**config.mk**
```make
export PLATFORM = sky130hd
export DESIGN_NAME = vlf_lfsr
export DESIGN_NICKNAME = d
export VERILOG_FILES = /design/src/vlf_skid.v /design/src/vlf_lfsr.v
export VERILOG_INCLUDE_DIRS = /design/src /design/src/src
export SDC_FILE = /design/constraint.sdc
export NUM_CORES = 1
export LEC_CHECK = 0
export BUFFER_PORTS_ARGS = -buffer_cell sky130_fd_sc_hd__clkbuf_2
export CORE_MARGIN = 3
export CORE_UTILIZATION = 25
export CTS_CLUSTER_DIAMETER = 50
export DETAILED_ROUTE_END_ITERATION = 8
export SYNTH_ARGS = -nofsm -noshare
export SYNTH_HDL_FRONTEND = slang
export SYNTH_SLANG_ARGS = --single-unit
```
**constraint.sdc**
```tcl
create_clock -name sys_clk -period 2.8 [get_ports sys_clk]
set_input_delay 0.84 -clock sys_clk [delete_from_list [all_inputs] [get_ports sys_clk]]
set_output_delay 0.84 -clock sys_clk [all_outputs]
set_load 0.03 [all_outputs]
```
**src/vlf_map.vh**
```
// Constants shared by the variable length sequence generator files
`ifndef VLF_MAP_VH
`define VLF_MAP_VH

// ==========================================================
// Widths
`define VLF_LEN_W 5
`define VLF_REG_W 32
`define VLF_SIZE_W 6
`define VLF_CNT_W 6

// ==========================================================
// Length limits and seeding
`define VLF_LEN_MIN 5'h01
`define VLF_LOAD_CYC 6'h20
`define VLF_RST_SEED 32'h00000001
`define VLF_ZERO_REG 32'h00000000
`define VLF_ONES_REG 32'hffffffff

// ==========================================================
// Feedback combining options
`define VLF_FB_XOR 1'b0
`define VLF_FB_XNOR 1'b1

`endif

```
**src/vlf_skid.v**
```verilog
// Two-entry skid buffer between the generator and its consumer
`timescale 1ns/1ps
module vlf_skid #(
  parameter WIDTH = 1
) (
  input wire sys_clk,            // System clock
  input wire arst,               // Asynchronous reset, active high
  input wire flush,              // Synchronous discard of both entries
  input wire in_valid,           // Producer offers a word
  output wire in_ready,          // Buffer can take a word
  input wire [WIDTH-1:0] in_data, // Word from producer
  output wire out_valid,         // Buffer offers a word
  input wire out_ready,          // Consumer takes the word
  output wire [WIDTH-1:0] out_data // Word to consumer
);

  reg [WIDTH-1:0] main_ff;
  reg [WIDTH-1:0] skid_ff;
  reg main_v_ff;
  reg skid_v_ff;

  // ==========================================================
  // Handshake
  // Ready depends only on a flop, so no path runs from out_ready
  assign in_ready = ~skid_v_ff;
  assign out_valid = main_v_ff;
  assign out_data = main_ff;

  // ==========================================================
  // Storage
  always @(posedge sys_clk or posedge arst) begin
    if (arst) begin
      main_ff <= {WIDTH{1'b0}};
      skid_ff <= {WIDTH{1'b0}};
      main_v_ff <= 1'b0;
      skid_v_ff <= 1'b0;
    end else if (flush) begin
      main_v_ff <= 1'b0;
      skid_v_ff <= 1'b0;
    end else if (~main_v_ff | out_ready) begin
      if (skid_v_ff) begin
        main_ff <= skid_ff;
        main_v_ff <= 1'b1;
        skid_v_ff <= 1'b0;
      end else begin
        main_ff <= in_data;
        main_v_ff <= in_valid;
      end
    end else if (in_valid & ~skid_v_ff) begin
      // Consumer stalled: park the word rather than lose it
      skid_ff <= in_data;
      skid_v_ff <= 1'b1;
    end
  end

endmodule

```
**src/vlf_lfsr.v**
```verilog
// Variable length linear feedback sequence generator, 2 to 32 stages
`timescale 1ns/1ps
`include "vlf_map.vh"
module vlf_lfsr #(
  parameter FB_XNOR = `VLF_FB_XOR,
  parameter [`VLF_REG_W-1:0] RST_SEED = `VLF_RST_SEED
) (
  input wire sys_clk,                 // System clock, 100 MHz
  input wire arst,                    // Asynchronous reset, active high
  input wire [`VLF_LEN_W-1:0] seq_len, // Size minus one
  input wire load,                    // High: shift seed bits in
  input wire seed_in,                 // Serial seed bit
  output wire seq_valid,              // Sequence bit offered
  input wire seq_ready,               // Consumer takes the bit
  output wire seq_bit,                // Serial sequence output
  output wire [`VLF_SIZE_W-1:0] size_now, // Active stage count
  output wire load_done,              // 32 seed bits taken
  output wire load_short,             // Load ended before 32 bits
  output wire lock_state              // Register sits in lock-up value
);

  // ==========================================================
  // Decode helpers
  function [`VLF_REG_W-1:0] tap_mask;
    input [`VLF_LEN_W-1:0] len;
    begin
      case (len)
        5'h01: tap_mask = 32'h00000003;
        5'h02: tap_mask = 32'h00000006;
        5'h03: tap_mask = 32'h0000000c;
        5'h04: tap_mask = 32'h00000014;
        5'h05: tap_mask = 32'h00000030;
        5'h06: tap_mask = 32'h00000060;
        5'h07: tap_mask = 32'h000000b8;
        5'h08: tap_mask = 32'h00000110;
        5'h09: tap_mask = 32'h00000240;
        5'h0a: tap_mask = 32'h00000500;
        5'h0b: tap_mask = 32'h00000829;
        5'h0c: tap_mask = 32'h0000100d;
        5'h0d: tap_mask = 32'h00002015;
        5'h0e: tap_mask = 32'h00006000;
        5'h0f: tap_mask = 32'h0000d008;
        5'h10: tap_mask = 32'h00012000;
        5'h11: tap_mask = 32'h00020400;
        5'h12: tap_mask = 32'h00040023;
        5'h13: tap_mask = 32'h00090000;
        5'h14: tap_mask = 32'h00140000;
        5'h15: tap_mask = 32'h00300000;
        5'h16: tap_mask = 32'h00420000;
        5'h17: tap_mask = 32'h00e10000;
        5'h18: tap_mask = 32'h01200000;
        5'h19: tap_mask = 32'h02000023;
        5'h1a: tap_mask = 32'h04000013;
        5'h1b: tap_mask = 32'h09000000;
        5'h1c: tap_mask = 32'h14000000;
        5'h1d: tap_mask = 32'h20000029;
        5'h1e: tap_mask = 32'h48000000;
        5'h1f: tap_mask = 32'h80200003;
        default: tap_mask = 32'h00000003;
      endcase
    end
  endfunction

  // Ones over the active stages 0..len
  function [`VLF_REG_W-1:0] size_mask;
    input [`VLF_LEN_W-1:0] len;
    begin
      size_mask = ~(`VLF_ONES_REG << len) | (`VLF_ONES_REG << len
        & ~(`VLF_ONES_REG << len) );
      size_mask = {~(`VLF_ONES_REG << len)} | ({{`VLF_REG_W-1{1'b0}},
        1'b1} << len);
    end
  endfunction

  // ==========================================================
  // Declarations
  reg [`VLF_REG_W-1:0] state_ff;
  reg [`VLF_LEN_W-1:0] len_ff;
  reg [`VLF_CNT_W-1:0] load_cnt_ff;
  reg load_done_ff;
  reg load_short_ff;
  reg load_prev_ff;
  reg lock_ff;
  reg [`VLF_LEN_W-1:0] eff_len;
  reg [`VLF_REG_W-1:0] taps;
  reg [`VLF_REG_W-1:0] act_mask;
  reg fb_bit;
  reg out_bit;
  reg advance;
  reg [`VLF_CNT_W-1:0] nxt_load_cnt;
  wire [`VLF_REG_W-1:0] nxt_state;
  wire [`VLF_REG_W-1:0] shift_src;
  wire buf_ready;

  // ==========================================================
  // Length capture and feedback
  always @* begin
    // sample length at this edge
    // Length 0 would give one stage, which has no maximal sequence
    if (load) begin
      eff_len = len_ff;
    end else if (seq_len < `VLF_LEN_MIN) begin
      eff_len = `VLF_LEN_MIN;
    end else begin
      eff_len = seq_len;
    end
    taps = tap_mask(eff_len);
    act_mask = size_mask(eff_len);
    // XOR or XNOR chosen at build
    if (FB_XNOR == `VLF_FB_XNOR) begin
      fb_bit = ~(^(state_ff & taps));
    end else begin
      fb_bit = ^(state_ff & taps);
    end
    out_bit = state_ff[eff_len];
    // Generation waits for buffer room so no bit is dropped
    advance = ~load & buf_ready;
  end

  // ==========================================================
  // Shift register stages
  // load shifts seed_in
  assign shift_src[0] = load ? seed_in : fb_bit;
  genvar gi;
  generate
    for (gi = 1; gi < `VLF_REG_W; gi = gi + 1) begin : g_stage
      assign shift_src[gi] = state_ff[gi-1];
    end
  endgenerate
  // first edge after load starts generating
  // Stages above the active size keep shifting; they never reach output
  assign nxt_state = (load | advance) ? shift_src : state_ff;

  // ==========================================================
  // Load counter
  always @* begin
    if (~load) begin
      nxt_load_cnt = {`VLF_CNT_W{1'b0}};
    end else if (load_cnt_ff == `VLF_LOAD_CYC) begin
      nxt_load_cnt = load_cnt_ff;
    end else begin
      nxt_load_cnt = load_cnt_ff + {{`VLF_CNT_W-1{1'b0}}, 1'b1};
    end
  end

  // ==========================================================
  // Registers
  // asynchronous active-high reset
  always @(posedge sys_clk or posedge arst) begin
    if (arst) begin
      state_ff <= RST_SEED;
      len_ff <= `VLF_LEN_MIN;
      load_cnt_ff <= {`VLF_CNT_W{1'b0}};
      load_done_ff <= 1'b0;
      load_short_ff <= 1'b0;
      load_prev_ff <= 1'b0;
      lock_ff <= 1'b0;
    end else begin
      state_ff <= nxt_state;
      len_ff <= eff_len;
      load_cnt_ff <= nxt_load_cnt;
      load_prev_ff <= load;
      // seed complete after 32 loading edges
      if (load & ~load_prev_ff) begin
        load_done_ff <= 1'b0;
      end else if (load & (nxt_load_cnt == `VLF_LOAD_CYC)) begin
        load_done_ff <= 1'b1;
      end
      // early release of load is flagged
      if (load & ~load_prev_ff) begin
        load_short_ff <= 1'b0;
      end else if (~load & load_prev_ff) begin
        load_short_ff <= (load_cnt_ff != `VLF_LOAD_CYC);
      end
      if (FB_XNOR == `VLF_FB_XNOR) begin
        lock_ff <= ((nxt_state & act_mask) == act_mask) & ~load;
      end else begin
        lock_ff <= ((nxt_state & act_mask) == `VLF_ZERO_REG) & ~load;
      end
    end
  end

  // ==========================================================
  // Output buffer
  // one sequence bit per advance
  // Loading flushes stale bits of the previous sequence
  vlf_skid #(
    .WIDTH(1)
  ) u_skid (
    .sys_clk(sys_clk),
    .arst(arst),
    .flush(load),
    .in_valid(advance),
    .in_ready(buf_ready),
    .in_data(out_bit),
    .out_valid(seq_valid),
    .out_ready(seq_ready),
    .out_data(seq_bit)
  );

  // reported size is the captured length plus one, so length 0 reports 2
  assign size_now = {1'b0, len_ff} + {{`VLF_SIZE_W-1{1'b0}}, 1'b1};
  assign load_done = load_done_ff;
  assign load_short = load_short_ff;
  assign lock_state = lock_ff;

endmodule

```
==> flow_results.org <==
** Synth
- The Yosys step of the flow raised 0 warnings.
- Summed instance area of the synthesized netlist :: 0.00385 sq mm
- Synthesis produced a netlist whose cell count is 472.
- In the synthesized netlist the dominant register cell turns out to be sky130_fd_sc_hd__dfrtp_1.
- In this run, synthesis inferred 0 flip-flops with an integrated enable.
- In the synthesized netlist the async set-or-reset flop fraction comes to 100%.
- Number of distinct library cells after synthesis :: 68
- Portion of the post-synthesis area used by sequential elements :: 33.2%
- Post-Syn Area per Cell :: 8.16 sq um
- Counting flops and latches in the post-synthesis netlist gives 51.
- When the netlist entered floorplanning its net count stood at 493.

** Timing
- Hold Vio Cnt, Final :: 0
- Max Clk Rate :: 312 MHz
- After layout, the worst path uses 115% of the clock period.
- For the pin with the worst max-slew slack, the measured transition is 0.542 ns.
- Clock skew :: 0.00868 ns
- Setup violations remaining at the end of the flow were counted as 4.
- The final count of pins violating max slew was 0.
- Setup ws final :: -0.410 ns
- Final critical-path required period :: 3.21 ns
- Setup repair after global routing could not meet its margin everywhere.
- Rel. slew slack :: 63.8%

** Outcome
- The flow ran to the end, but the final reports show violations.
- The checks that failed: negative setup slack.

** Min path
- In this run the worst hold path is classified as register to register.

** Power and ir drop
- Post-layout power :: 3.84 mW
- Leakage dissipation :: 2.43 nW
- IR analysis of the VDD net gives a maximum drop of 285 uV.
- Areal power density over the cells :: 726 mW/mm^2

** Layout
- In the final design database the tool counted 612 nets.
- Leading cell type in the layout, fill and taps excluded :: sky130_fd_sc_hd__nand2_1
- Relative to the synthesized area, the layout overhead comes to 37.4%.
- 0 antenna diodes ended up in the layout.
- After routing the design area is 0.00529 sq mm.
- Filler cell count in the final layout :: 1529
- Multi-input gate area :: 0.00247 sq mm
- The post-route netlist has 34.0% of its cells at a drive strength greater than 1.
- Sequential Area :: 0.00128 sq mm
- Most frequent cells in the layout :: 121 x sky130_fd_sc_hd__nand2_1, 114 x sky130_fd_sc_hd__buf_4, 49 x sky130_fd_sc_hd__dfrtp_1

** Route
- After the first detailed-routing iteration, the DRC count stood at 339.
- Met2 WL post-DR :: 6260 microns
- Met3 Wirelength :: 857 microns
- For this block, the routed nets add up to 13500 microns of wire.
- In the routed layout, each cell is associated on average with a via count of 5.08.
- Avg WL per Cell :: 17.4 microns
- The highest layer touched by signal routing is met4.
- First-pass DRT Iterations :: 5
- In the final routing, the length of wire on met1 measures 6090 microns.
- Via total after detailed routing :: 3944
- Antenna-violating nets left :: 0
- Post-detailed-route DRC marker count :: 0

** Clock network
- Clock-pin slew reported for the worst setup and hold paths after clock tree synthesis :: 0.07 ns
- CTS tree :: yes
- Number of buffers inserted during clock tree synthesis :: 5
- CTS placed an instance of sky130_fd_sc_hd__clkbuf_16 at the clock tree root.
- Clock tree sinks :: 51
- At the later pin of the worst-skew pair, clock insertion delay measures 0.30 ns.
- In this run the deepest clock path goes through 2 buffers.
- CTS built an H-tree with a depth of 2.

** Floorplanning
- Width of the die :: 130 microns
- Placeable core area :: 0.0148 sq mm
- For this design the top-level I/O count stands at 21.
- Die height :: 130 microns
- Num rows :: 44
- Starting Density :: 26.0%
- The die covers 0.0169 sq mm.

** Critical path
- For flop-to-flop paths, the worst setup slack is -0.08 ns.
- At the worst endpoint, the arrival time is 3.39 ns.
- The worst setup path is launched from a primary input.
- The most critical setup path has its endpoint at lock_state.
- The critical path starts at seq_len[4].
- The number of cells on the worst reg-to-reg path is 13.
- The endpoint identified for the worst register-to-register timing path is lock_state.
- Highest fanout seen on the critical path :: 6
- Required time of the critical path :: 2.98 ns
- By startpoint and endpoint, the worst setup path is classified as primary input to register.
- Start of the worst register-to-register path :: len_ff[0]
- STA classifies the critical path endpoint as a register.

** Global routing
- Global router's overall resource usage :: 16.3%
- Number of antenna violations at the first check in global routing :: 0
- The via count of the first global-routing pass is 3802.
- First-pass GRT wire length :: 21200 microns
- Leftover overflow at the end of global routing :: 0
- Largest net degree at the start of global routing :: 29

** Placed design
- Count of buffers inserted at the top-level ports :: 20
- Placed Area :: 0.00499 sq mm
- Detailed placement ended at an HPWL of 10700 microns.
- At the end of routability-driven placement, the weighted congestion stood at 0.974.

** Run
- Max-cap violations in this run came to 0.
## metrics by stage
stage / std cells / hold slack, ns / utilization (%) / setup TNS, ns / setup WS [ns]
6_report: 776 / 0.483 / 35.7 / -1.14 / -0.410
5_1_grt: 776 / 0.513 / 35.7 / -1.55 / -0.529
2_1_floorplan: 472 / 0.476 / - / -1.77 / -0.676
4_1_cts: 773 / 0.485 / 35.2 / -1.12 / -0.333
3_5_place_dp: 761 / 0.469 / 33.7 / -2.62 / -0.788
3_3_place_gp: 761 / 0.465 / 33.7 / -2.41 / -0.728
## how the worst min path moves through the flow
stage                      start           end  slack, ns  depth (start not counted)
finish                load_short    load_short       0.48                          2
global route          load_short    load_short       0.51                          2
CTS                   load_short    load_short       0.49                          2
detailed placement    load_short    load_short       0.47                          2
global placement      load_short    load_short       0.46                          2
floorplan           state_ff[31]  state_ff[31]       0.48                          2
## worst max-delay path: stages
cell and delay (ns):
sky130_fd_sc_hd__buf_2 0.13, sky130_fd_sc_hd__nor4_4 0.33, sky130_fd_sc_hd__o31ai_4 0.09, sky130_fd_sc_hd__buf_12 0.15, sky130_fd_sc_hd__ha_4 0.27, sky130_fd_sc_hd__buf_4 0.10
sky130_fd_sc_hd__mux2_2 0.32, sky130_fd_sc_hd__nand3_1 0.09, sky130_fd_sc_hd__o21ai_1 0.08, sky130_fd_sc_hd__xor2_1 0.18, sky130_fd_sc_hd__xnor2_1 0.14, sky130_fd_sc_hd__xnor2_1 0.31
sky130_fd_sc_hd__xnor2_2 0.12, sky130_fd_sc_hd__o211a_1 0.24
## cell families after synthesis
| kind of cell | Yosys count | synth area share (%) |
|---|---|---|
| mux | 24 | 8.64 |
| simple gates | 194 | 22.1 |
| fa+ha+maj | 12 | 3.83 |
| xor+xnor | 25 | 6.40 |
| compound gates | 116 | 19.9 |
| buf+inv | 50 | 5.98 |
| flops | 51 | 33.2 |
## synth_stat cells (3+ instances only)
cell type / count / area (sq um)
sky130_fd_sc_hd__xnor2_1: 17 / 149
sky130_fd_sc_hd__buf_2: 8 / 40.0
sky130_fd_sc_hd__nand2b_1: 5 / 31.3
sky130_fd_sc_hd__or2_2: 3 / 18.8
sky130_fd_sc_hd__o32a_1: 3 / 30.0
sky130_fd_sc_hd__a21oi_1: 35 / 175
sky130_fd_sc_hd__o32ai_1: 4 / 35.0
sky130_fd_sc_hd__o21ai_0: 20 / 100
sky130_fd_sc_hd__o21ai_1: 6 / 30.0
sky130_fd_sc_hd__xor2_1: 6 / 52.6
sky130_fd_sc_hd__ha_1: 11 / 138
sky130_fd_sc_hd__clkbuf_1: 13 / 48.8
sky130_fd_sc_hd__and2_1: 3 / 18.8
sky130_fd_sc_hd__a211oi_1: 8 / 60.1
sky130_fd_sc_hd__inv_2: 5 / 18.8
sky130_fd_sc_hd__mux2_2: 6 / 67.6
sky130_fd_sc_hd__nor3b_1: 3 / 22.5
sky130_fd_sc_hd__dfrtp_1: 49 / 1230
sky130_fd_sc_hd__buf_6: 3 / 33.8
sky130_fd_sc_hd__mux4_2: 4 / 90.1
sky130_fd_sc_hd__o31ai_1: 3 / 22.5
sky130_fd_sc_hd__nor3_1: 8 / 40.0
sky130_fd_sc_hd__o211ai_1: 8 / 60.1
sky130_fd_sc_hd__nand2_1: 124 / 465
sky130_fd_sc_hd__inv_1: 15 / 56.3
sky130_fd_sc_hd__nand3_1: 16 / 80.1
sky130_fd_sc_hd__nor2_1: 21 / 78.8
sky130_fd_sc_hd__mux2i_1: 9 / 90.1
sky130_fd_sc_hd__a31oi_1: 6 / 37.5
## timing repair
item	in CTS	in global routing
pin swaps	3	8
setup buffers	4	3
resized for setup	11	12
hold endpoints to repair	0	0
endpoints found under the setup margin	4	4
hold buffers	0	0
## where the power goes
group | switching, mW | internal, mW
Clock | 0.270 | 0.355
Combinational | 0.892 | 0.924
Sequential | 0.413 | 0.990
## layout make-up
| class | count | share of cell area [%] |
|---|---|---|
| Multi-Input combinational cell | 371 | 46.7 |
| Clock inverter | 1 | 0.0945 |
| Clock buffer | 7 | 2.69 |
| Inverter | 22 | 1.80 |
| Tap cell | 184 | 4.35 |
| Timing Repair Buffer | 140 | 20.2 |
| Sequential cell | 51 | 24.2 |
## sequential cells by signal, indices dropped and copies added (netlist names)
signal	cells
state_ff	32
load_cnt_ff	6
len_ff	5
load_done	1
load_prev_ff	1
load_short	1
lock_state	1
u_skid.out_data	1
u_skid.out_valid	1
u_skid.skid_ff	1
u_skid.skid_v_ff	1
## routing by layer
| layer | vias up | track usage, % |
|---|---|---|
| met5 | - | 0 |
| met4 | 0 | 5.38 |
| met3 | 23 | 3.07 |
| met2 | 156 | 26.2 |
| met1 | 1876 | 21.9 |
| li1 | 1889 | - |
(Power assumes the default switching activity.)
